<file path="config.mk">
export PLATFORM = sky130hd
export DESIGN_NAME = esp_top
export DESIGN_NICKNAME = d
export VERILOG_FILES = /design/src/esp_pkg.sv /design/src/esp_top.sv /design/src/esp_baud.sv
export SDC_FILE = /design/constraint.sdc
export NUM_CORES = 1
export LEC_CHECK = 0
export ABC_AREA = 1
export BUFFER_PORTS_ARGS = -buffer_cell sky130_fd_sc_hd__buf_2
export CAP_MARGIN = 20
export CORE_UTILIZATION = 59
export DETAILED_ROUTE_END_ITERATION = 16
export PLACE_DENSITY = 0.86
export SLEW_MARGIN = 25
export SYNTH_ARGS = -nofsm -noshare
export SYNTH_HDL_FRONTEND = slang
export SYNTH_HIERARCHICAL = 1
export SYNTH_SLANG_ARGS = --single-unit
</file>
<file path="constraint.sdc">
create_clock -name core_clk -period 2.2 [get_ports core_clk]
set_input_delay 0.11 -clock core_clk [delete_from_list [all_inputs] [get_ports core_clk]]
set_output_delay 0.11 -clock core_clk [all_outputs]
set_load 0.02 [all_outputs]
</file>
<file path="src/esp_pkg.sv">
// Shared constants and types for the enhanced serial port
package esp_pkg;
  localparam logic [7:0] ADDR_CTRL = 8'h00;
  localparam logic [7:0] ADDR_DATA = 8'h04;
  localparam logic [7:0] ADDR_STAT = 8'h08;
  localparam logic [7:0] ADDR_PWR = 8'h0c;
  localparam logic [7:0] ADDR_DIVL = 8'h10;
  localparam logic [7:0] ADDR_DIVH = 8'h14;
  // Control register bit positions
  localparam int CTRL_MODE_HI = 7;
  localparam int CTRL_MODE_LO = 6;
  localparam int CTRL_RX_EN = 4;
  localparam int CTRL_TX_NB = 3;
  localparam int CTRL_RX_NB = 2;
  localparam int CTRL_TX_IRQ = 1;
  localparam int CTRL_RX_IRQ = 0;
  // Status register bit positions
  localparam int STAT_DBUF_EN = 7;
  localparam int STAT_BRG_SEL = 6;
  localparam int STAT_BRK_RST = 5;
  localparam int STAT_FE = 3;
  localparam int STAT_BRK = 2;
  localparam int STAT_HOLD = 1;
  localparam int STAT_BUSY = 0;
  // Power control register bit positions
  localparam int PWR_RATE_DBL = 7;
  localparam int PWR_FE_VIEW = 6;
  // Bit timing: phases and break length in oversample ticks, frame lengths in bits
  localparam logic [3:0] PH_LAST = 4'hf;
  localparam logic [3:0] PH_MID = 4'h7;
  localparam logic [3:0] BITS_SHIFT = 4'h8;
  localparam logic [3:0] BITS_F8 = 4'ha;
  localparam logic [3:0] BITS_F9 = 4'hb;
  localparam logic [3:0] RX_N8 = 4'h9;
  localparam logic [3:0] RX_N9 = 4'ha;
  localparam logic [7:0] BRK_TICKS = 8'hb0;
  localparam logic [15:0] DIV_RESET = 16'h0000;
  typedef enum logic [1:0] {ESP_MODE_SHIFT, ESP_MODE_F8, ESP_MODE_F9_FIX, ESP_MODE_F9_VAR} esp_mode_e;
  typedef enum logic [0:0] {ESP_TX_IDLE, ESP_TX_BUSY} esp_tx_e;
  typedef enum logic [1:0] {ESP_RX_IDLE, ESP_RX_START, ESP_RX_BITS} esp_rx_e;
endpackage

</file>
<file path="src/esp_top.sv">
// Enhanced serial port core with APB register slave
// Contract
// Shift mode: data on receive pin, clock on transmit pin, eight bits LSB first.
// Shift mode bit rate is CPU clock over sixteen.
// 8-bit frame: low start, eight data bits LSB first, high stop.
// 8-bit frame: received stop bit lands in rx_ninth_bit.
// Variable modes take rate from Timer 1 overflow or dedicated generator.
// 9-bit frames: eleven bits, ninth from tx_ninth_bit, received ninth kept, stop dropped.
// Fixed 9-bit mode runs at CPU clock over 16 or 32 by rate_double_sel.
// Dedicated generator uses 16-bit divisor from two byte registers.
// Timer 1 rate is halved again when rate_double_sel is zero.
// Framing error in status; frame_err_view_sel shows it in control bit 7.
// Software sets mode bits while frame_err_view_sel is zero.
// Eleven consecutive low bit times flag a break in status.
// A break may reset the device and force programming mode.
// Double buffering accepts next character mid-frame; follows after one stop bit.
// tx_double_buffer_en zero gives single buffered transmit.
// Software keeps double buffering off in shift mode.
// Double buffered: tx_irq_flag rises when holding buffer frees.
// Single buffered: software holds tx_ninth_bit until transmit flag.
// Double buffered: ninth bit latched into holding buffer with the byte.
// No Timer 2 rate source exists.
// rx_irq_flag after complete stored character; bits sampled mid-period.
//
// Design decisions made here: register access over APB and the placing of the registers.
`timescale 1ns/1ps
`default_nettype none
module esp_top (
  input wire logic core_clk,
  input wire logic reset,
  input wire logic psel,
  input wire logic penable,
  input wire logic pwrite,
  input wire logic [7:0] paddr,
  input wire logic [31:0] pwdata,
  output logic [31:0] prdata,
  output logic pready,
  output logic pslverr,
  input wire logic timer1_ovf,
  input wire logic rxd_in,
  output logic rxd_out,
  output logic rxd_oe,
  output logic txd,
  output logic break_reset,
  output logic isp_force
);
  typedef struct packed {
    logic mode_hi;
    logic mode_lo;
    logic rx_en;
    logic tx_nb;
    logic rx_nb;
    logic tx_irq_flag;
    logic rx_irq_flag;
    logic [7:0] rx_buf;
    logic fe;
    logic brk;
    logic tx_double_buffer_en;
    logic brg_sel;
    logic brk_rst_en;
    logic rate_double_sel;
    logic frame_err_view_sel;
    logic [15:0] div;
    logic [7:0] hold;
    logic hold_nb;
    logic hold_v;
    esp_pkg::esp_tx_e tx_st;
    logic m0_rx;
    logic [10:0] tx_sh;
    logic [3:0] tx_cnt;
    logic [3:0] tx_ph;
    esp_pkg::esp_rx_e rx_st;
    logic [9:0] rx_sh;
    logic [3:0] rx_cnt;
    logic [3:0] rx_ph;
    logic s1;
    logic s2;
    logic s3;
    logic filt;
    logic [7:0] brk_cnt;
    logic txd;
    logic rxd_out;
    logic rxd_oe;
    logic brk_rst;
    logic isp;
    logic [31:0] prdata;
    logic pready;
    logic pslverr;
  } esp_top_s;
  esp_top_s st;
  esp_top_s next_st;
  logic os_tick;

  esp_baud u_baud (
    .core_clk(core_clk),
    .reset(reset),
    .mode({st.mode_hi, st.mode_lo}),
    .rate_double_sel(st.rate_double_sel),
    .brg_sel(st.brg_sel),
    .timer1_ovf(timer1_ovf),
    .baud_div(st.div),
    .os_tick(os_tick)
  );

  always_comb
  begin
    logic wr;
    logic setup;
    logic shift_mode;
    logic nine;
    logic [9:0] rsh;
    logic load_tx;
    logic [7:0] ld_data;
    logic ld_nb;
    wr = 1'b0;
    setup = 1'b0;
    shift_mode = 1'b0;
    nine = 1'b0;
    rsh = '0;
    load_tx = 1'b0;
    ld_data = '0;
    ld_nb = 1'b0;
    next_st = st;
    wr = psel & penable & st.pready & pwrite;
    setup = psel & ~penable;
    shift_mode = ({st.mode_hi, st.mode_lo} == esp_pkg::ESP_MODE_SHIFT);
    nine = st.mode_hi;
    next_st.brk_rst = 1'b0;
    // Input pin: a change counts once stages two and three agree
    next_st.s1 = rxd_in;
    next_st.s2 = st.s1;
    next_st.s3 = st.s2;
    if (st.s2 == st.s3)
      next_st.filt = st.s3;

    // APB slave, zero wait, read data prepared in the setup cycle
    next_st.pready = setup;
    next_st.pslverr = 1'b0;
    if (setup)
    begin
      next_st.prdata = '0;
      case (paddr)
        esp_pkg::ADDR_CTRL:
        begin
          next_st.prdata[7:0] = {st.frame_err_view_sel ? st.fe : st.mode_hi, st.mode_lo, 1'b0, st.rx_en,
            st.tx_nb, st.rx_nb, st.tx_irq_flag, st.rx_irq_flag};
        end
        esp_pkg::ADDR_DATA: next_st.prdata[7:0] = st.rx_buf;
        esp_pkg::ADDR_STAT:
        begin
          next_st.prdata[esp_pkg::STAT_DBUF_EN] = st.tx_double_buffer_en;
          next_st.prdata[esp_pkg::STAT_BRG_SEL] = st.brg_sel;
          next_st.prdata[esp_pkg::STAT_BRK_RST] = st.brk_rst_en;
          next_st.prdata[esp_pkg::STAT_FE] = st.fe;
          next_st.prdata[esp_pkg::STAT_BRK] = st.brk;
          next_st.prdata[esp_pkg::STAT_HOLD] = st.hold_v;
          next_st.prdata[esp_pkg::STAT_BUSY] = (st.tx_st == esp_pkg::ESP_TX_BUSY);
        end
        esp_pkg::ADDR_PWR:
        begin
          next_st.prdata[esp_pkg::PWR_RATE_DBL] = st.rate_double_sel;
          next_st.prdata[esp_pkg::PWR_FE_VIEW] = st.frame_err_view_sel;
        end
        esp_pkg::ADDR_DIVL: next_st.prdata[7:0] = st.div[7:0];
        esp_pkg::ADDR_DIVH: next_st.prdata[7:0] = st.div[15:8];
        default: next_st.pslverr = 1'b1;
      endcase
    end

    // Register writes; hardware sets below override same-cycle clears
    if (wr)
    begin
      case (paddr)
        esp_pkg::ADDR_CTRL:
        begin
          // Bit 7 reaches the mode field only with the error view off
          if (st.frame_err_view_sel)
            next_st.fe = st.fe & pwdata[esp_pkg::CTRL_MODE_HI];
          else
            next_st.mode_hi = pwdata[esp_pkg::CTRL_MODE_HI];
          next_st.mode_lo = pwdata[esp_pkg::CTRL_MODE_LO];
          next_st.rx_en = pwdata[esp_pkg::CTRL_RX_EN];
          next_st.tx_nb = pwdata[esp_pkg::CTRL_TX_NB];
          next_st.rx_nb = pwdata[esp_pkg::CTRL_RX_NB];
          next_st.tx_irq_flag = pwdata[esp_pkg::CTRL_TX_IRQ];
          next_st.rx_irq_flag = pwdata[esp_pkg::CTRL_RX_IRQ];
        end
        esp_pkg::ADDR_DATA:
        begin
          if (st.tx_double_buffer_en && !shift_mode)
          begin
            // Ninth bit travels with the byte into the holding slot
            if (!st.hold_v)
            begin
              next_st.hold = pwdata[7:0];
              next_st.hold_nb = st.tx_nb;
              next_st.hold_v = 1'b1;
            end
          end
          else if (st.tx_st == esp_pkg::ESP_TX_IDLE)
          begin
            load_tx = 1'b1;
            ld_data = pwdata[7:0];
            ld_nb = st.tx_nb;
          end
        end
        esp_pkg::ADDR_STAT:
        begin
          next_st.tx_double_buffer_en = pwdata[esp_pkg::STAT_DBUF_EN];
          next_st.brg_sel = pwdata[esp_pkg::STAT_BRG_SEL];
          next_st.brk_rst_en = pwdata[esp_pkg::STAT_BRK_RST];
          next_st.fe = st.fe & pwdata[esp_pkg::STAT_FE];
          next_st.brk = st.brk & pwdata[esp_pkg::STAT_BRK];
        end
        esp_pkg::ADDR_PWR:
        begin
          next_st.rate_double_sel = pwdata[esp_pkg::PWR_RATE_DBL];
          next_st.frame_err_view_sel = pwdata[esp_pkg::PWR_FE_VIEW];
        end
        esp_pkg::ADDR_DIVL: next_st.div[7:0] = pwdata[7:0];
        esp_pkg::ADDR_DIVH: next_st.div[15:8] = pwdata[7:0];
        default: next_st.div = st.div;
      endcase
    end

    // Holding slot feeds an idle shifter, freeing the slot at once
    if (!load_tx && st.hold_v && st.tx_st == esp_pkg::ESP_TX_IDLE && !shift_mode)
    begin
      load_tx = 1'b1;
      ld_data = st.hold;
      ld_nb = st.hold_nb;
      next_st.hold_v = 1'b0;
      next_st.tx_irq_flag = 1'b1;
    end

    // Transmitter and shift-mode engine
    case (st.tx_st)
      esp_pkg::ESP_TX_IDLE:
      begin
        next_st.txd = 1'b1;
        next_st.rxd_oe = 1'b0;
        next_st.tx_ph = '0;
        if (load_tx)
        begin
          next_st.tx_st = esp_pkg::ESP_TX_BUSY;
          next_st.m0_rx = 1'b0;
          if (shift_mode)
          begin
            next_st.tx_sh = {3'h0, ld_data};
            next_st.tx_cnt = esp_pkg::BITS_SHIFT;
          end
          else
          begin
            next_st.tx_sh = {1'b1, nine ? ld_nb : 1'b1, ld_data, 1'b0};
            next_st.tx_cnt = nine ? esp_pkg::BITS_F9 : esp_pkg::BITS_F8;
          end
        end
        else if (shift_mode && st.rx_en && !st.rx_irq_flag)
        begin
          next_st.tx_st = esp_pkg::ESP_TX_BUSY;
          next_st.m0_rx = 1'b1;
          next_st.tx_cnt = esp_pkg::BITS_SHIFT;
        end
      end
      esp_pkg::ESP_TX_BUSY:
      begin
        if (shift_mode)
        begin
          next_st.txd = st.tx_ph[3];
          next_st.rxd_oe = ~st.m0_rx;
          next_st.rxd_out = st.tx_sh[0];
        end
        else
        begin
          next_st.txd = st.tx_sh[0];
          next_st.rxd_oe = 1'b0;
        end
        if (os_tick)
        begin
          next_st.tx_ph = st.tx_ph + 4'h1;
          if (st.tx_ph == esp_pkg::PH_LAST)
          begin
            // Shift receive samples late in the bit, after the clock rises
            if (shift_mode && st.m0_rx)
              next_st.rx_sh = {st.filt, st.rx_sh[9:1]};
            next_st.tx_sh = {1'b1, st.tx_sh[10:1]};
            next_st.tx_cnt = st.tx_cnt - 4'h1;
            if (st.tx_cnt == 4'h1)
            begin
              next_st.tx_st = esp_pkg::ESP_TX_IDLE;
              if (shift_mode && st.m0_rx)
              begin
                next_st.rx_buf = {st.filt, st.rx_sh[9:3]};
                next_st.rx_irq_flag = 1'b1;
              end
              else if (!(st.tx_double_buffer_en && !shift_mode))
                next_st.tx_irq_flag = 1'b1;
            end
          end
        end
      end
      default: next_st.tx_st = esp_pkg::ESP_TX_IDLE;
    endcase

    // Frame receiver, sampling at mid bit
    if (shift_mode || !st.rx_en)
      next_st.rx_st = esp_pkg::ESP_RX_IDLE;
    else
    begin
      case (st.rx_st)
        esp_pkg::ESP_RX_IDLE:
        begin
          next_st.rx_ph = '0;
          if (!st.filt)
            next_st.rx_st = esp_pkg::ESP_RX_START;
        end
        esp_pkg::ESP_RX_START:
        begin
          if (os_tick)
          begin
            next_st.rx_ph = st.rx_ph + 4'h1;
            if (st.rx_ph == esp_pkg::PH_MID)
            begin
              next_st.rx_ph = '0;
              next_st.rx_cnt = nine ? esp_pkg::RX_N9 : esp_pkg::RX_N8;
              next_st.rx_st = st.filt ? esp_pkg::ESP_RX_IDLE : esp_pkg::ESP_RX_BITS;
            end
          end
        end
        esp_pkg::ESP_RX_BITS:
        begin
          if (os_tick)
          begin
            next_st.rx_ph = st.rx_ph + 4'h1;
            if (st.rx_ph == esp_pkg::PH_LAST)
            begin
              rsh = {st.filt, st.rx_sh[9:1]};
              next_st.rx_sh = rsh;
              next_st.rx_cnt = st.rx_cnt - 4'h1;
              if (st.rx_cnt == 4'h1)
              begin
                next_st.rx_st = esp_pkg::ESP_RX_IDLE;
                next_st.rx_buf = nine ? rsh[7:0] : rsh[8:1];
                next_st.rx_nb = nine ? rsh[8] : rsh[9];
                if (!rsh[9])
                  next_st.fe = 1'b1;
                next_st.rx_irq_flag = 1'b1;
              end
            end
          end
        end
        default: next_st.rx_st = esp_pkg::ESP_RX_IDLE;
      endcase
    end

    // Break: eleven bit times of low line
    if (os_tick)
    begin
      if (st.filt)
        next_st.brk_cnt = '0;
      else if (st.brk_cnt != esp_pkg::BRK_TICKS)
      begin
        next_st.brk_cnt = st.brk_cnt + 8'h01;
        if (st.brk_cnt == esp_pkg::BRK_TICKS - 8'h01)
        begin
          next_st.brk = 1'b1;
          if (st.brk_rst_en)
          begin
            next_st.brk_rst = 1'b1;
            next_st.isp = 1'b1;
          end
        end
      end
    end
  end

  always_ff @(posedge core_clk)
  begin
    if (reset)
    begin
      st <= '0;
      st.txd <= 1'b1;
      st.filt <= 1'b1;
      st.s1 <= 1'b1;
      st.s2 <= 1'b1;
      st.s3 <= 1'b1;
      st.div <= esp_pkg::DIV_RESET;
    end
    else
      st <= next_st;
  end

  assign prdata = st.prdata;
  assign pready = st.pready;
  assign pslverr = st.pslverr;
  assign rxd_out = st.rxd_out;
  assign rxd_oe = st.rxd_oe;
  assign txd = st.txd;
  assign break_reset = st.brk_rst;
  assign isp_force = st.isp;
endmodule
`default_nettype wire

</file>
<file path="src/esp_baud.sv">
// Oversample tick generator: fixed CPU divider, timer overflow or 16-bit divisor
`timescale 1ns/1ps
`default_nettype none
module esp_baud (
  input wire logic core_clk,
  input wire logic reset,
  input wire logic [1:0] mode,
  input wire logic rate_double_sel,
  input wire logic brg_sel,
  input wire logic timer1_ovf,
  input wire logic [15:0] baud_div,
  output logic os_tick
);
  typedef struct packed {
    logic [15:0] cnt;
    logic t1_half;
    logic clk_half;
    logic tick;
  } esp_baud_s;
  esp_baud_s st;
  esp_baud_s next_st;

  always_comb
  begin
    next_st = st;
    next_st.tick = 1'b0;
    next_st.clk_half = ~st.clk_half;
    case (esp_pkg::esp_mode_e'(mode))
      esp_pkg::ESP_MODE_SHIFT:
      begin
        next_st.tick = 1'b1;
      end
      esp_pkg::ESP_MODE_F9_FIX:
      begin
        next_st.tick = rate_double_sel | st.clk_half;
      end
      default:
      begin
        // No third timer source exists here
        if (brg_sel)
        begin
          if (st.cnt >= baud_div)
          begin
            next_st.cnt = esp_pkg::DIV_RESET;
            next_st.tick = 1'b1;
          end
          else
          begin
            next_st.cnt = st.cnt + 16'h0001;
          end
        end
        else if (timer1_ovf)
        begin
          next_st.t1_half = ~st.t1_half;
          next_st.tick = rate_double_sel | st.t1_half;
        end
      end
    endcase
  end

  always_ff @(posedge core_clk)
  begin
    if (reset)
      st <= '0;
    else
      st <= next_st;
  end

  assign os_tick = st.tick;
endmodule
`default_nettype wire

</file>
Word-level counts from Yosys, hierarchy flattened:

Index checks and enable logic that the tools add are counted.

* register bits after elaboration: 135
* bits in latches: 0
* RAM bits: 0
* ROM bits: 0
* output and inout port bits: 39
* logic and storage cells: 249
* memories kept: 0

* add/sub/neg operators: 6
* multiply operators: 0
* div/mod/pow operators: 0
* $lt $le $gt $ge: 1
* eq/ne operators: 26
* shift operators: 0
* multiplexer cells: 102
* bitwise logic cells: 24
* reductions and logical operators: 44

Operators by type and width (count)
* $mux 10: 17
* $mux 8: 11
* $pmux 19 s2: 1
* $mux 1: 36
* $mux 33: 1
* $mux 16: 2
* $mux 15: 2
* $mux 2: 10
* $mux 20: 1
* $pmux 4 s5: 1
* $mux 19: 1
* $mux 18: 1
* $reduce_and 2->1: 9
* $add 16x1->16 const B: 1
* $eq 8x4->1 const B: 2
* $eq 8x5->1 const B: 2
* $ge 16x16->1: 1
* $not 1->1: 15
* $reduce_and 3->1: 5
* $mux 4: 3
* $pmux 2 s6: 1
* $pmux 4 s3: 1
* $reduce_and 6->1: 2
* $mux 11: 1
* other kinds (35): 76

Longest topological paths before layout:

Gate-level depths: netlist (run 1).

* depth in word-level cells: 22
* gate-level depth with buffers: 15

Hierarchy:

Netlist (run 1), hierarchy kept.

Modules (own cells, without submodules)
* esp_top: instances 1, cells each 888, area each 6045.8 µm², seq. area each 2302.2 µm²
* esp_baud: instances 1, cells each 180, area each 1328.8 µm², seq. area each 380.4 µm²

Worst setup path before layout (run 1):

OpenSTA, ideal clock, no wires.

* kind: register to register
* start: reg st[51] (netlist name)
* end: reg st[135] (netlist name)
* arrival: 1505 ps
* required time: 2089 ps
* setup slack: 585 ps
* stages on the path, launching flop included: 12
* path buffers: 1
* path through: dfxtp_1 ha_1 nand2_1 nor2_1 inv_1 nor2_1 nand3_2 buf_2 a21oi_1 o21ai_1 nand3_1 inv_1

* longest elaborated chain between the ends: 5

RTL lines
* start: declaration: RTL line esp_top.sv:90 `esp_top_s st;`
* start signal: assignment: RTL line esp_top.sv:390 `st <= next_st;`
* $eq 4x4->1: RTL line esp_top.sv:335 `if (st.rx_ph == esp_pkg::PH_LAST)`
* $mux 1: RTL line esp_top.sv:335
* $mux 1: RTL line esp_top.sv:332 `if (os_tick)`
* $mux 1: RTL line esp_top.sv:310 `case (st.rx_st)`
* $mux 1: RTL line esp_top.sv:306 `if (shift_mode || !st.rx_en)`

Every way passes these cells.
A chain may end at the register's enable or synchronous reset.

Worst setup path in the final report (run 1):

* start: reg st[138] (netlist name)
* end: reg st[53] (netlist name)

* longest elaborated chain between the ends: 4

RTL lines
* $logic_not 2->1: RTL line esp_top.sv:126 `shift_mode = ({st.mode_hi, st.mode_lo} == esp_pkg::ESP_MODE_SHIFT);`
* $logic_or 1x1->1: RTL line esp_top.sv:306
* $not 1->1 (no line)
* $reduce_and 4->1 (no line)

Every way passes these cells.

==> tab_implementation.tex, run 1 <==
\begin{tabular}{lr}
\hline
Metric & Value \\
\hline
\multicolumn{2}{l}{\textbf{CTS}} \\
\quad Buffer depth of the longest clock path & 2 \\
\quad TritonCTS sink count & 134 \\
\quad Number of H-tree levels & 4 \\
\quad Post-CTS setup buffer count & 0 \\
\quad CTS tree & built \\
\quad Total clock buffers created by CTS & 17 \\
\quad Source-to-sink clock delay at the later pin of the worst-skew pair & 420 ps \\
\quad Clock transition at the registers of the reported paths & 60 ps \\
\quad CTS Root Cell & sky130\_fd\_sc\_hd\_\_clkbuf\_16 \\
\multicolumn{2}{l}{\textbf{Synthesis}} \\
\quad Post-synth EDFFs & 0 \\
\quad Number of standard cells after synthesis & 1,068 \\
\quad Post-Synthesis Mean Instance Area & 6.91 um\^{}2 \\
\quad Area share of the largest cell type after synthesis & 36.4\% \\
\quad Ys flop type & sky130\_fd\_sc\_hd\_\_dfxtp\_1 \\
\quad Cells taking the most area after synthesis & sky130\_fd\_sc\_hd\_\_dfxtp\_1 (36\%), sky130\_fd\_sc\_hd\_\_nand2\_1 (10\%), sky130\_fd\_sc\_hd\_\_inv\_1 (7.5\%) \\
\quad Proportion of synthesized flip-flops having asynchronous set or reset & 0\% \\
\quad Count of cell types in the netlist & 45 \\
\quad Synth Cell Area & 7370 um\^{}2 \\
\quad Most common cell in the netlist & sky130\_fd\_sc\_hd\_\_nand2\_1 \\
\quad Register bit count reported by yosys & 134 \\
\quad Most frequent cells after synthesis & sky130\_fd\_sc\_hd\_\_nand2\_1 (202), sky130\_fd\_sc\_hd\_\_inv\_1 (148), sky130\_fd\_sc\_hd\_\_dfxtp\_1 (134), sky130\_fd\_sc\_hd\_\_nor2\_1 (111), sky130\_fd\_sc\_hd\_\_a21oi\_1 (96) \\
\quad Portion of the post-synthesis area used by sequential elements & 36.4\% \\
\quad Post-synthesis cell type with the largest combined area & sky130\_fd\_sc\_hd\_\_dfxtp\_1 \\
\quad Synthesis Warnings & 6 \\
\multicolumn{2}{l}{\textbf{Power}} \\
\quad Lkg Pwr & 3.64 nW \\
\quad Power density relative to cell area & 656 nW/um\^{}2 \\
\quad Overall Power & 5.38 mW \\
\quad Peak supply drop & 0.545 mV \\
\multicolumn{2}{l}{\textbf{Detailed routing}} \\
\quad Routed WL & 17,700 um \\
\quad Number of iterations in the first detailed-routing pass & 7 \\
\quad Number of violations reported at the end of detailed-routing iteration 0 & 634 \\
\quad Number of vias per cell after detailed routing & 5.38 \\
\quad DRC violations left & 0 \\
\quad Vias post-DR & 6,914 \\
\quad Routed WL per cell & 13.7 um \\
\quad Remaining antenna violation count & 0 \\
\multicolumn{2}{l}{\textbf{Setup path}} \\
\quad Worst setup EP type & register \\
\quad Type of element launching the critical path & register \\
\quad Worst path arrival time & 2320 ps \\
\quad Largest stage delay, worst path & 560 ps \\
\quad Category of cells accounting for the largest share of critical-path delay & simple AND/OR/NAND/NOR gates \\
\quad Required time worst endpoint & 2510 ps \\
\quad Slowest cell on the critical path & sky130\_fd\_sc\_hd\_\_dfxtp\_1 \\
\quad Critical path cell sequence & nor2\_4 -> nor2\_1 -> buf\_4 -> nand2\_1 -> nor2\_1 -> inv\_1 -> a31oi\_1 -> nor3\_1 \\
\quad Library cell appearing most often on the critical path & sky130\_fd\_sc\_hd\_\_nor2\_1 \\
\quad Kind of critical path & reg2reg \\
\quad Maximum fanout count along the critical path & 7 \\
\quad WP buf/inv & 2 \\
\multicolumn{2}{l}{\textbf{STA}} \\
\quad Relative slew slack & 53.6\% \\
\quad Setup Skew & 7.44 ps \\
\quad Post-route clock period utilization & 91.3\% \\
\quad Clock period minus worst slack & 2010 ps \\
\quad Upper clock frequency limit & 498 MHz \\
\quad Total of endpoints with negative setup slack in the final report & 0 \\
\quad RSZ-0062 raised after global routing & false \\
\quad Transition time at the pin with the least slew margin & 694 ps \\
\quad Summed negative setup slack over all endpoints & 0 ps \\
\quad Smallest hold slack & 27.3 ps \\
\quad Number of max-slew violations in the final report & 0 \\
\quad Final hold viol count & 0 \\
\multicolumn{2}{l}{\textbf{Global routing}} \\
\quad Number of global-route vias before repair & 6,186 \\
\quad Global-route usage over all layers & 28.7\% \\
\quad Pin count of the biggest net entering global routing & 72 \\
\quad Initial antenna violation count & 0 \\
\quad Global route overflow & 0 \\
\quad First-pass GRT wire length & 29,200 um \\
\multicolumn{2}{l}{\textbf{Final layout}} \\
\quad Final Core Density & 67.7\% \\
\quad Number of nets in the layout & 1,181 \\
\quad Relative area change from synthesis to final layout & 11.2\% \\
\quad Count of inserted antenna diode cells & 0 \\
\quad Final Cell Area & 8200 um\^{}2 \\
\quad Fraction of final layout cells with drive strength greater than 1 & 11.3\% \\
\multicolumn{2}{l}{\textbf{Die}} \\
\quad Die area & 13,000 um\^{}2 \\
\quad Die Ht & 114 um \\
\quad Area inside the core boundary & 12,100 um\^{}2 \\
\quad Die Width & 114 um \\
\quad \# rows & 40 \\
\quad I/O pin total & 86 \\
\quad Initial cell density of the core & 60.9\% \\
\multicolumn{2}{l}{\textbf{Worst hold path}} \\
\quad Class of the tightest hold or removal check & in2reg \\
\multicolumn{2}{l}{\textbf{Outcome}} \\
\quad Outcome & finished, final reports clean \\
\multicolumn{2}{l}{\textbf{Place}} \\
\quad Detailed placer's ending HPWL & 12,300 um \\
\quad Total placed instance area & 7610 um\^{}2 \\
\quad Routability cong. & 0.934 \\
\quad Number of I/O port buffers & 37 \\
\multicolumn{2}{l}{\textbf{Run}} \\
\quad Number of max-cap violations & 0 \\
\hline
\end{tabular}
worst min-delay path, cell delays in order:
cell                       delay, ps
sky130_fd_sc_hd__buf_2           100
sky130_fd_sc_hd__nand3b_1        120
sky130_fd_sc_hd__a21oi_1          80
power by group:
part,switching (mW),internal (mW),total (mW)
sequential,0.00916,2.44,2.45
clock,1.01,1.71,2.72
combinational,0.156,0.0500,0.206
total,1.18,4.20,5.38
layout make-up:
type,count,area (um^2)
clock buffer,22,464
tap,168,210
inverter,154,579
sequential,134,2680
multi-input combinational,741,3820
fill,1044,3910
timing repair buffer,57,338
clock inverter,9,103
state kept, by name, indices dropped and copies added (netlist names):
| register | count |
|---|---|
| pslverr | 1 |
| pready | 1 |
| break_reset | 1 |
| rxd_oe | 1 |
| isp_force | 1 |
| next_st | 2 |
| u_baud/st | 18 |
| u_baud/os_tick | 1 |
| prdata | 8 |
| st | 98 |
| txd | 1 |
| rxd_out | 1 |
placed cells by master, fill, tap and decap left out, types with 2 or more instances in the layout:
cell and instances:
sky130_fd_sc_hd__o21ai_1 5, sky130_fd_sc_hd__nor2_2 6, sky130_fd_sc_hd__xnor2_1 4, sky130_fd_sc_hd__clkbuf_1 3, sky130_fd_sc_hd__inv_2 4, sky130_fd_sc_hd__a211oi_1 3
sky130_fd_sc_hd__inv_1 148, sky130_fd_sc_hd__o22ai_1 7, sky130_fd_sc_hd__nor2_8 2, sky130_fd_sc_hd__a21o_1 2, sky130_fd_sc_hd__clkinv_2 5, sky130_fd_sc_hd__nor2_4 8
sky130_fd_sc_hd__nor3_1 15, sky130_fd_sc_hd__or2_2 3, sky130_fd_sc_hd__bufinv_16 2, sky130_fd_sc_hd__clkbuf_16 17, sky130_fd_sc_hd__nand3_4 2, sky130_fd_sc_hd__buf_4 19
sky130_fd_sc_hd__a31oi_1 3, sky130_fd_sc_hd__nand2_1 202, sky130_fd_sc_hd__nand2_2 6, sky130_fd_sc_hd__nor2_1 111, sky130_fd_sc_hd__clkinvlp_4 3, sky130_fd_sc_hd__nand3_1 75
sky130_fd_sc_hd__nand3_2 3, sky130_fd_sc_hd__o21ai_2 2, sky130_fd_sc_hd__conb_1 24, sky130_fd_sc_hd__nor3b_1 2, sky130_fd_sc_hd__nand3b_1 2, sky130_fd_sc_hd__xor2_1 15
sky130_fd_sc_hd__nand2_4 3, sky130_fd_sc_hd__nand4_1 12, sky130_fd_sc_hd__clkbuf_8 2, sky130_fd_sc_hd__ha_1 29, sky130_fd_sc_hd__o21ai_0 90, sky130_fd_sc_hd__a21oi_1 96
sky130_fd_sc_hd__dfxtp_1 134, sky130_fd_sc_hd__buf_2 37
through the flow:
| step | std cells | setup slack, ps |
|---|---|---|
| 3_3_place_gp | 1253 | 294 |
| 6_report | 1285 | 191 |
| 4_1_cts | 1285 | 202 |
| 5_1_grt | 1285 | 63.2 |
| 3_5_place_dp | 1253 | 223 |
| 2_1_floorplan | 1091 | 585 |
cells by family after synthesis:
kind of cell | share of synthesized area [%]
xor+xnor | 2.26
fa+ha+maj | 4.92
flops | 36.4
simple gates | 28.2
other cells | 0.0509
compound gates | 15.1
buf+inv | 13.1
path summary, 6_finish.rpt:
check                            startpoint            to  slack (ps)  cells after the start
worst min-delay path             timer1_ovf  u_baud/st[2]          30                      3
worst max register to register      st[138]        st[53]         190                      8
worst min register to register  next_st[49]   next_st[48]         420                      1
worst max-delay path                st[138]        st[53]         190                      8
metal layers:
metal  track usage, %  vias to the layer above  part of all wire (%)  routed length (um)
li1                 -                     3465                     -                   -
met1             36.4                     3163                    42                7490
met2             47.6                      248                    48                8450
met3             5.79                       38                   7.4                1310
met4             11.9                        0                   2.3                 408
met5                0                        -                     0                   0
what timing repair did:
item,in CTS,in global routing
setup endpoints to repair,0,5
resized for setup,0,2
hold endpoints to repair,1,0
hold buffers,1,0
Note: power is estimated with default switching activity, not from simulation.
==> run 2: changes to the inputs <==
--- a/config.mk
+++ b/config.mk
@@ -11,6 +11,7 @@
 export CORE_UTILIZATION = 59
 export DETAILED_ROUTE_END_ITERATION = 16
 export PLACE_DENSITY = 0.86
+export SETUP_SLACK_MARGIN = 0.5
 export SLEW_MARGIN = 25
 export SYNTH_ARGS = -nofsm -noshare
 export SYNTH_HDL_FRONTEND = slang
==> tab_implementation.tex, run 2 (synthesized netlist as in run 1, its figures left out) <==
\begin{tabular}{lr}
\hline
Metric & Value \\
\hline
\multicolumn{2}{l}{\textbf{CTS}} \\
\quad Source-to-sink clock delay at the later pin of the worst-skew pair & 430 ps (about the same) \\
\quad CTS tree & built \\
\quad CTS Root Cell & sky130\_fd\_sc\_hd\_\_clkbuf\_16 \\
\quad Total clock buffers created by CTS & 17 (unchanged) \\
\quad Number of H-tree levels & 4 (unchanged) \\
\quad Clock transition at the registers of the reported paths & 60 ps (about the same) \\
\quad TritonCTS sink count & 134 (unchanged) \\
\quad Buffer depth of the longest clock path & 2 (unchanged) \\
\multicolumn{2}{l}{\textbf{Final layout}} \\
\quad Commonest cells after routing, fill and taps aside & sky130\_fd\_sc\_hd\_\_nand2\_1 (195), sky130\_fd\_sc\_hd\_\_inv\_1 (142), sky130\_fd\_sc\_hd\_\_dfxtp\_1 (116) \\
\quad Count of inserted antenna diode cells & 0 (unchanged) \\
\quad Max reg flops & 98 (unchanged) \\
\quad Final Instance Count excl. Fillers & 1,308 (+1.8\%) \\
\quad Reg with most FFs & st \\
\quad Filler cells & 941 (-9.9\%) \\
\quad Fraction of final layout cells with drive strength greater than 1 & 19.1\% (+7.8 points) \\
\quad Most common cell after layout, fill and taps aside & sky130\_fd\_sc\_hd\_\_nand2\_1 \\
\quad Number of nets in the layout & 1,204 (+1.9\%) \\
\quad Relative area change from synthesis to final layout & 18.4\% \\
\multicolumn{2}{l}{\textbf{Outcome}} \\
\quad Outcome & finished, final reports clean \\
\multicolumn{2}{l}{\textbf{Die}} \\
\quad Die Width & 114 um (unchanged) \\
\quad Die Ht & 114 um (unchanged) \\
\quad Initial cell density of the core & 60.9\% (unchanged) \\
\quad Die area & 13,000 um\^{}2 (unchanged) \\
\quad \# rows & 40 (unchanged) \\
\quad I/O pin total & 86 (unchanged) \\
\quad Area inside the core boundary & 12,100 um\^{}2 (unchanged) \\
\multicolumn{2}{l}{\textbf{Power}} \\
\quad Clock share of power & 50.7\% (about the same) \\
\quad Internal power & 4.20 mW (about the same) \\
\quad Peak supply drop & 0.546 mV (+0.33\%) \\
\quad Proportion of power drawn by combinational gates & 4.1\% (+0.3 points) \\
\quad Power density relative to cell area & 618 nW/um\^{}2 (-5.7\%) \\
\quad Lkg Pwr & 3.81 nW (+4.6\%) \\
\quad Part of the total power dissipated in sequential elements & 45.3\% (-0.2 points) \\
\quad Switching power summed over all nets & 1.20 mW (+1.8\%) \\
\quad Sw Share & 22.2\% (+0.31 points) \\
\multicolumn{2}{l}{\textbf{STA}} \\
\quad Transition time at the pin with the least slew margin & 649 ps (-44.8 ps) \\
\quad Post-route clock period utilization & 77.4\% (-14 points) \\
\quad RSZ-0062 raised after global routing & true \\
\quad Final hold viol count & 0 (unchanged) \\
\quad Setup Skew & 7.98 ps (+0.533 ps) \\
\quad Number of max-slew violations in the final report & 0 (unchanged) \\
\quad Summed negative setup slack over all endpoints & 0 ps (unchanged) \\
\quad Smallest hold slack & 18.8 ps (-8.49 ps) \\
\quad Upper clock frequency limit & 587 MHz (+18\%) \\
\quad Relative slew slack & 56.7\% (+3.2 points) \\
\quad Clock period minus worst slack & 1700 ps (-305 ps) \\
\quad Total of endpoints with negative setup slack in the final report & 0 (unchanged) \\
\multicolumn{2}{l}{\textbf{Detailed routing}} \\
\quad Vias post-DR & 7,257 (+5.0\%) \\
\quad Number of violations reported at the end of detailed-routing iteration 0 & 658 (+3.8\%) \\
\quad Number of vias per cell after detailed routing & 5.55 (+3.1\%) \\
\quad Number of iterations in the first detailed-routing pass & 6 (-1) \\
\quad DRC violations left & 0 (unchanged) \\
\quad Remaining antenna violation count & 0 (unchanged) \\
\quad Routed WL per cell & 15.2 um (+11\%) \\
\quad Routed WL & 19,900 um (+13\%) \\
\multicolumn{2}{l}{\textbf{Setup path}} \\
\quad Maximum fanout count along the critical path & 9 (+2) \\
\quad Type of element launching the critical path & register \\
\quad Largest stage delay, worst path & 400 ps (-160 ps) \\
\quad Worst path arrival time & 2050 ps (-270 ps) \\
\quad Kind of critical path & reg2reg \\
\quad Worst setup EP type & register \\
\quad Required time worst endpoint & 2550 ps (+40 ps) \\
\quad Critical path cell sequence & nor2\_4 -> nor2\_8 -> inv\_2 -> nor2\_8 -> o21ai\_4 -> buf\_4 -> o21ai\_1 -> nand2\_1 -> a21oi\_2 \\
\quad Library cell appearing most often on the critical path & sky130\_fd\_sc\_hd\_\_nor2\_8 \\
\quad Slowest cell on the critical path & sky130\_fd\_sc\_hd\_\_dfxtp\_4 \\
\multicolumn{2}{l}{\textbf{Place}} \\
\quad Number of placed instances, taps included & 1,253 (unchanged) \\
\quad Routability cong. & 0.934 (unchanged) \\
\quad Detailed placer's ending HPWL & 12,300 um (unchanged) \\
\quad Number of I/O port buffers & 37 (unchanged) \\
\multicolumn{2}{l}{\textbf{Global routing}} \\
\quad First-pass GRT wire length & 30,200 um (+3.5\%) \\
\quad Global-route usage over all layers & 29.8\% (+1.1 points) \\
\quad Initial antenna violation count & 0 (unchanged) \\
\quad Number of global-route vias before repair & 6,405 (+3.5\%) \\
\quad Pin count of the biggest net entering global routing & 72 (unchanged) \\
\quad Global route overflow & 0 (unchanged) \\
\multicolumn{2}{l}{\textbf{Run}} \\
\quad Number of max-cap violations & 0 (unchanged) \\
\multicolumn{2}{l}{\textbf{Worst hold path}} \\
\quad Class of the tightest hold or removal check & in2reg \\
\hline
\end{tabular}
[run 2: cell count changes in the layout (fill, tap and decap cells not counted), moves of 7 or more]
cell and change:
sky130_fd_sc_hd__o21ai_1 +11, sky130_fd_sc_hd__nand2_1 -7, sky130_fd_sc_hd__dfxtp_1 -18, sky130_fd_sc_hd__a21oi_2 +11, sky130_fd_sc_hd__dfxtp_2 +13, sky130_fd_sc_hd__buf_4 +13
sky130_fd_sc_hd__nor2_2 +14, sky130_fd_sc_hd__o21ai_0 -12, sky130_fd_sc_hd__a21oi_1 -11, sky130_fd_sc_hd__nor2_1 -17
[run 2: path summary, 6_finish.rpt]
check                   start           end  slack (ps)  cells after the start
hold / removal     timer1_ovf  u_baud/st[2]          20                      3
hold reg to reg   next_st[49]   next_st[48]         420                      1
setup / recovery      st[139]        st[88]         500                      9
setup reg to reg      st[139]        st[88]         500                      9
[run 2: final cells by class]
| cell class | instances | area [um^2] | area share (%) |
|---|---|---|---|
| clock inverters | 9 | 103 | 1.18 |
| inverters | 154 | 589 | 6.75 |
| flip-flops and latches | 134 | 2720 | 31.1 |
| well taps | 168 | 210 | 2.41 |
| clock buffers | 22 | 464 | 5.32 |
| repair buffers | 75 | 492 | 5.63 |
| repair inverters | 1 | 7.51 | 0.0860 |
| multi-input cells | 745 | 4150 | 47.5 |
[run 2: repair_timing]
| item | 4_1_cts | 5_1_grt |
|---|---|---|
| setup endpoints to repair | 56 | 84 |
| resized for setup | 21 | 96 |
| cloned | 2 | 3 |
| setup buffers | 4 | 14 |
| endpoints found under the hold margin | 1 | 0 |
| hold buffers | 1 | 0 |
| pin swaps | 4 | 21 |
[run 2: metal layers]
metal | vias to the layer above | routed length, um | GRT usage, %
li1 | 3518 | - | -
met3 | 89 | 1580 | 6.00
met4 | 0 | 799 | 13.8
met2 | 356 | 9620 | 50.1
met5 | - | 0 | 0
met1 | 3294 | 7900 | 36.7
[run 2: power by group through the flow]
stage	combinational [mW]	sequential [mW]	clock, mW
finish	0.219	2.44	2.73
global route	0.236	2.44	2.87
CTS	0.205	2.45	2.75
detailed placement	0.199	2.50	0
global placement	0.196	2.50	0
floorplan	0.167	2.50	0
[run 2: metrics by stage]
| step | utilization [%] | setup slack [ps] | instance area [um^2] | power, mW |
|---|---|---|---|---|
| 2_1_floorplan | - | 585 | 7460 | 2.67 |
| 3_3_place_gp | 62.8 | 294 | 7610 | 2.70 |
| 3_5_place_dp | 62.8 | 223 | 7610 | 2.70 |
| 4_1_cts | 68.6 | 502 | 8310 | 5.40 |
| 5_1_grt | 72.1 | 402 | 8730 | 5.55 |
| 6_report | 72.1 | 496 | 8730 | 5.40 |
[run 2: critical path, delay by kind of cell, from the launching register on]
kind / cells / cell delay [ps]
and+or+nand+nor: 4 / 520
AOI/OAI and AO/OA: 3 / 430
DFF: 1 / 400
buffers and inverters: 2 / 260
==> run 3: changes to the inputs <==
==> constraint.sdc (replaced) <==
create_clock -name core_clk -period 1.6 [get_ports core_clk]
set_input_delay 0.08 -clock core_clk [delete_from_list [all_inputs] [get_ports core_clk]]
set_output_delay 0.08 -clock core_clk [all_outputs]
set_load 0.02 [all_outputs]
==> tab_implementation.tex, run 3 <==
\begin{tabular}{lr}
\hline
Metric & Value \\
\hline
\multicolumn{2}{l}{\textbf{Synthesis}} \\
\quad Synth Cell Area & 7370 um\^{}2 (unchanged) \\
\quad Most frequent cells after synthesis & sky130\_fd\_sc\_hd\_\_nand2\_1 (202), sky130\_fd\_sc\_hd\_\_inv\_1 (148), sky130\_fd\_sc\_hd\_\_dfxtp\_1 (134), sky130\_fd\_sc\_hd\_\_nor2\_1 (111), sky130\_fd\_sc\_hd\_\_a21oi\_1 (96) \\
\quad Portion of the post-synthesis area used by sequential elements & 36.4\% (unchanged) \\
\quad Post-synthesis cell type with the largest combined area & sky130\_fd\_sc\_hd\_\_dfxtp\_1 \\
\quad Number of standard cells after synthesis & 1,068 (unchanged) \\
\quad Cells taking the most area after synthesis & sky130\_fd\_sc\_hd\_\_dfxtp\_1 (36\%), sky130\_fd\_sc\_hd\_\_nand2\_1 (10\%), sky130\_fd\_sc\_hd\_\_inv\_1 (7.5\%) \\
\quad Ys flop type & sky130\_fd\_sc\_hd\_\_dfxtp\_1 \\
\quad Area share of the largest cell type after synthesis & 36.4\% (unchanged) \\
\quad Most common cell in the netlist & sky130\_fd\_sc\_hd\_\_nand2\_1 \\
\quad Synthesis Warnings & 6 (unchanged) \\
\quad Proportion of synthesized flip-flops having asynchronous set or reset & 0\% (unchanged) \\
\quad Post-synth EDFFs & 0 (unchanged) \\
\quad Register bit count reported by yosys & 134 (unchanged) \\
\quad Post-Synthesis Mean Instance Area & 6.91 um\^{}2 (unchanged) \\
\quad Count of cell types in the netlist & 45 (unchanged) \\
\multicolumn{2}{l}{\textbf{Outcome}} \\
\quad Stage where the flow stopped & 5\_1\_grt \\
\quad First Err & [ERROR GRT-0232] Routing congestion too high. Check the congestion heatmap in the GUI. \\
\quad Outcome & did not finish \\
\multicolumn{2}{l}{\textbf{CTS}} \\
\quad TritonCTS sink count & 134 (unchanged) \\
\quad Number of H-tree levels & 4 (unchanged) \\
\quad CTS Root Cell & sky130\_fd\_sc\_hd\_\_clkbuf\_16 \\
\quad Buffer depth of the longest clock path & 2 (unchanged) \\
\quad Total clock buffers created by CTS & 17 (unchanged) \\
\multicolumn{2}{l}{\textbf{Die}} \\
\quad Initial cell density of the core & 60.9\% (unchanged) \\
\quad \# rows & 40 (unchanged) \\
\quad I/O pin total & 86 (unchanged) \\
\quad Die Ht & 114 um (unchanged) \\
\quad Die Width & 114 um (unchanged) \\
\multicolumn{2}{l}{\textbf{Global routing}} \\
\quad Global route overflow & 49 \\
\quad Pin count of the biggest net entering global routing & 70 \\
\quad Global-route usage over all layers & 75.4\% \\
\multicolumn{2}{l}{\textbf{STA}} \\
\quad Worst ep type & sequential cell input \\
\quad GRT worst endpoint & u\_baud/st[9]\$\_SDFFE\_PP0P\_/D \\
\multicolumn{2}{l}{\textbf{Place}} \\
\quad Number of I/O port buffers & 37 (unchanged) \\
\quad Detailed placer's ending HPWL & 13,200 um (+7.3\%) \\
\quad Routability cong. & 0.910 (-2.6\%) \\
\hline
\end{tabular}
run 3: cell counts after synthesis:
Identical to the previous run, type by type.
run 3: timing repair:
action	4_1_cts
cloned	12
setup buffers	53
hold buffers	2
setup endpoints to repair	118
hold endpoints to repair	2
gates resized for setup	224
pin swaps	72
run 3: logic make-up after synthesis:
kind of cell | Yosys count | share of synthesized area, %
xor gates and xnor gates | 19 | 2.26
AOI/OAI and AO/OA | 213 | 15.1
buffers and inverters | 216 | 13.1
and+or+nand+nor | 456 | 28.2
DFF | 134 | 36.4
other | 1 | 0.0509
adders and majority gates | 29 | 4.92
run 3: per-layer routing:
layer,GRT overflow,GRT usage (%)
met1,0,74.4
met4,24,76.6
met2,24,93.3
met5,0,12.9
met3,1,61.4
run 3: metrics by stage:
step / setup slack, ps / cell area, um^2 / instances / util, % / TNS [ps]
after CTS: 6.40 / 10300 / 1398 / 85.1 / 0
after detailed placement: -86.6 / 8360 / 1299 / 69.0 / -705
after global placement: -35.5 / 8360 / 1299 / 69.0 / -152
after floorplan: 105 / 7830 / 1091 / - / 0
==> run 4: changes to the inputs <==
--- a/config.mk
+++ b/config.mk
@@ -8,10 +8,9 @@
 export ABC_AREA = 1
 export BUFFER_PORTS_ARGS = -buffer_cell sky130_fd_sc_hd__buf_2
 export CAP_MARGIN = 20
-export CORE_UTILIZATION = 59
+export CORE_UTILIZATION = 40
 export DETAILED_ROUTE_END_ITERATION = 16
-export PLACE_DENSITY = 0.86
-export SETUP_SLACK_MARGIN = 0.5
+export PLACE_DENSITY_LB_ADDON = 0.15
 export SLEW_MARGIN = 25
 export SYNTH_ARGS = -nofsm -noshare
 export SYNTH_HDL_FRONTEND = slang
==> tab_implementation.tex, run 4 (synthesized netlist as in run 1, its figures left out) <==
\begin{tabular}{lr}
\hline
Metric & Value \\
\hline
\multicolumn{2}{l}{\textbf{Final layout}} \\
\quad Reg with most FFs & st \\
\quad Commonest cells after routing, fill and taps aside & sky130\_fd\_sc\_hd\_\_nand2\_1 (172), sky130\_fd\_sc\_hd\_\_inv\_1 (122), sky130\_fd\_sc\_hd\_\_dfxtp\_1 (107) \\
\quad Final Core Density & 54.4\% \\
\quad Max reg flops & 98 \\
\quad Relative area change from synthesis to final layout & 32.9\% \\
\quad Multi-input gate area in the final layout & 4430 um\^{}2 \\
\quad Most common cell after layout, fill and taps aside & sky130\_fd\_sc\_hd\_\_nand2\_1 \\
\quad Count of inserted antenna diode cells & 0 \\
\quad Fraction of final layout cells with drive strength greater than 1 & 30.8\% \\
\quad Filler cells & 1,779 \\
\quad Number of nets in the layout & 1,280 \\
\quad Area of all sequential standard cells & 2720 um\^{}2 \\
\multicolumn{2}{l}{\textbf{STA}} \\
\quad Post-route clock period utilization & 103\% \\
\quad Clock period minus worst slack & 1650 ps \\
\quad Number of max-slew violations in the final report & 0 \\
\quad Total of endpoints with negative setup slack in the final report & 19 \\
\quad Upper clock frequency limit & 606 MHz \\
\quad Smallest hold slack & 12.7 ps \\
\quad Summed negative setup slack over all endpoints & -410 ps \\
\quad Setup WS post-layout & -49.3 ps \\
\quad RSZ-0062 raised after global routing & true \\
\quad Setup Skew & 8.38 ps \\
\quad Final hold viol count & 0 \\
\multicolumn{2}{l}{\textbf{Detailed routing}} \\
\quad Vias post-DR & 7,085 \\
\quad DRC violations left & 0 \\
\quad Routed WL per cell & 14.3 um \\
\quad Number of violations reported at the end of detailed-routing iteration 0 & 368 \\
\quad Remaining antenna violation count & 0 \\
\quad Number of iterations in the first detailed-routing pass & 5 \\
\quad Number of vias per cell after detailed routing & 4.90 \\
\quad Routed WL & 20,600 um \\
\multicolumn{2}{l}{\textbf{Die}} \\
\quad Die area & 19,000 um\^{}2 \\
\quad \# rows & 49 (+23\%) \\
\quad Die Width & 138 um (+21\%) \\
\quad Initial cell density of the core & 40.9\% (-20 points) \\
\quad I/O pin total & 86 (unchanged) \\
\quad Die Ht & 138 um (+21\%) \\
\quad Area inside the core boundary & 18,000 um\^{}2 \\
\multicolumn{2}{l}{\textbf{CTS}} \\
\quad Number of H-tree levels & 4 (unchanged) \\
\quad Clock transition at the registers of the reported paths & 60 ps \\
\quad TritonCTS sink count & 134 (unchanged) \\
\quad Total clock buffers created by CTS & 17 (unchanged) \\
\quad Buffer depth of the longest clock path & 2 (unchanged) \\
\quad Source-to-sink clock delay at the later pin of the worst-skew pair & 430 ps \\
\quad CTS tree & built \\
\quad CTS Root Cell & sky130\_fd\_sc\_hd\_\_clkbuf\_16 \\
\multicolumn{2}{l}{\textbf{Place}} \\
\quad Detailed placer's ending HPWL & 14,300 um (+8.4\%) \\
\quad Number of I/O port buffers & 37 (unchanged) \\
\quad Routability cong. & 0.860 (-5.4\%) \\
\multicolumn{2}{l}{\textbf{Setup path}} \\
\quad Library cell appearing most often on the critical path & sky130\_fd\_sc\_hd\_\_nand2\_1 \\
\quad Category of cells accounting for the largest share of critical-path delay & simple AND/OR/NAND/NOR gates \\
\quad Worst path arrival time & 1970 ps \\
\quad Critical path cell sequence & inv\_1 -> ha\_4 -> nand4\_1 -> nor2\_2 -> nor2\_1 -> nand2\_1 -> nand2\_1 -> nand2\_1 -> nand2\_2 -> nand2\_4 -> clkbuf\_16 -> nor2\_1 \\
\quad Kind of critical path & reg2reg \\
\quad Type of element launching the critical path & register \\
\quad Maximum fanout count along the critical path & 8 \\
\quad Worst setup EP type & register \\
\quad WP buf/inv & 2 \\
\quad Slowest cell on the critical path & sky130\_fd\_sc\_hd\_\_dfxtp\_2 \\
\quad Register-to-Register Setup Slack & -50 ps \\
\quad Required time worst endpoint & 1920 ps \\
\quad Largest stage delay, worst path & 320 ps \\
\quad Worst Reg-to-Reg Cells & 12 \\
\quad Depth of the critical timing path with buffers and inverters included & 12 \\
\multicolumn{2}{l}{\textbf{Power}} \\
\quad Peak supply drop & 0.728 mV \\
\quad Power density relative to cell area & 760 nW/um\^{}2 \\
\quad Lkg Pwr & 4.23 nW \\
\quad Overall Power & 7.45 mW \\
\multicolumn{2}{l}{\textbf{Run}} \\
\quad Number of max-cap violations & 0 \\
\multicolumn{2}{l}{\textbf{Global routing}} \\
\quad First-pass GRT wire length & 31,300 um \\
\quad Global route overflow & 0 \\
\quad Number of global-route vias before repair & 6,382 \\
\quad Pin count of the biggest net entering global routing & 72 \\
\quad Global-route usage over all layers & 21.6\% \\
\quad Initial antenna violation count & 0 \\
\multicolumn{2}{l}{\textbf{Worst hold path}} \\
\quad Worst hold path depth & 3 \\
\quad Class of the tightest hold or removal check & in2reg \\
\multicolumn{2}{l}{\textbf{Outcome}} \\
\quad Outcome & finished with violations \\
\quad Violated checks & setup timing \\
\hline
\end{tabular}
-- run 4: cell type report --
type                            count  area share [%]
Timing Repair inverter              1          0.0766
Multi-Input combinational cell    741            45.2
Clock inverter                     10            1.10
Sequential cell                   134            27.7
Timing Repair Buffer              155            12.5
Tap cell                          229            2.92
Inverter                          154            6.00
Clock buffer                       21            4.49
-- run 4: layer usage --
layer	share of wire, %	vias up	track usage (%)
li1	-	3655	-
met3	4.1	32	4.45
met5	0	-	0
met4	1.9	0	7.61
met2	49	129	36.7
met1	45	3269	26.9
-- run 4: path summary, 6_finish.rpt --
| path | startpoint | to |
|---|---|---|
| setup reg to reg | st[104] | u_baud/st[15] |
| hold reg to reg | u_baud/st[1] | u_baud/st[1] |
| hold / removal | pwdata[3] | st[105] |
| setup / recovery | st[104] | u_baud/st[15] |
-- run 4: repair_timing --
action,CTS,global route
cloned,1,4
hold endpoints to repair,6,0
setup buffers,2,11
hold buffers,5,0
pin swaps,6,53
gates resized for setup,27,191
setup endpoints to repair,52,74
-- run 4: worst min-delay path, cell delays in order --
cell	delay, ps
sky130_fd_sc_hd__buf_2	150
sky130_fd_sc_hd__inv_1	90
sky130_fd_sc_hd__a211oi_1	70
-- run 4: through the flow --
stage	setup WS (ps)	cells	instance area (um^2)
4_1_cts	-31.1	1430	9040
6_report	-49.3	1445	9800
2_1_floorplan	40.3	1091	7470
3_3_place_gp	-79.5	1391	8320
3_5_place_dp	-108	1391	8320
5_1_grt	-160	1445	9800
-- run 4: power by group --
group	internal [mW]	total (mW)	switching (mW)
clock network	2.27	3.74	1.48
registers	3.35	3.36	0.0109
logic	0.102	0.340	0.238
total	5.72	7.45	1.73
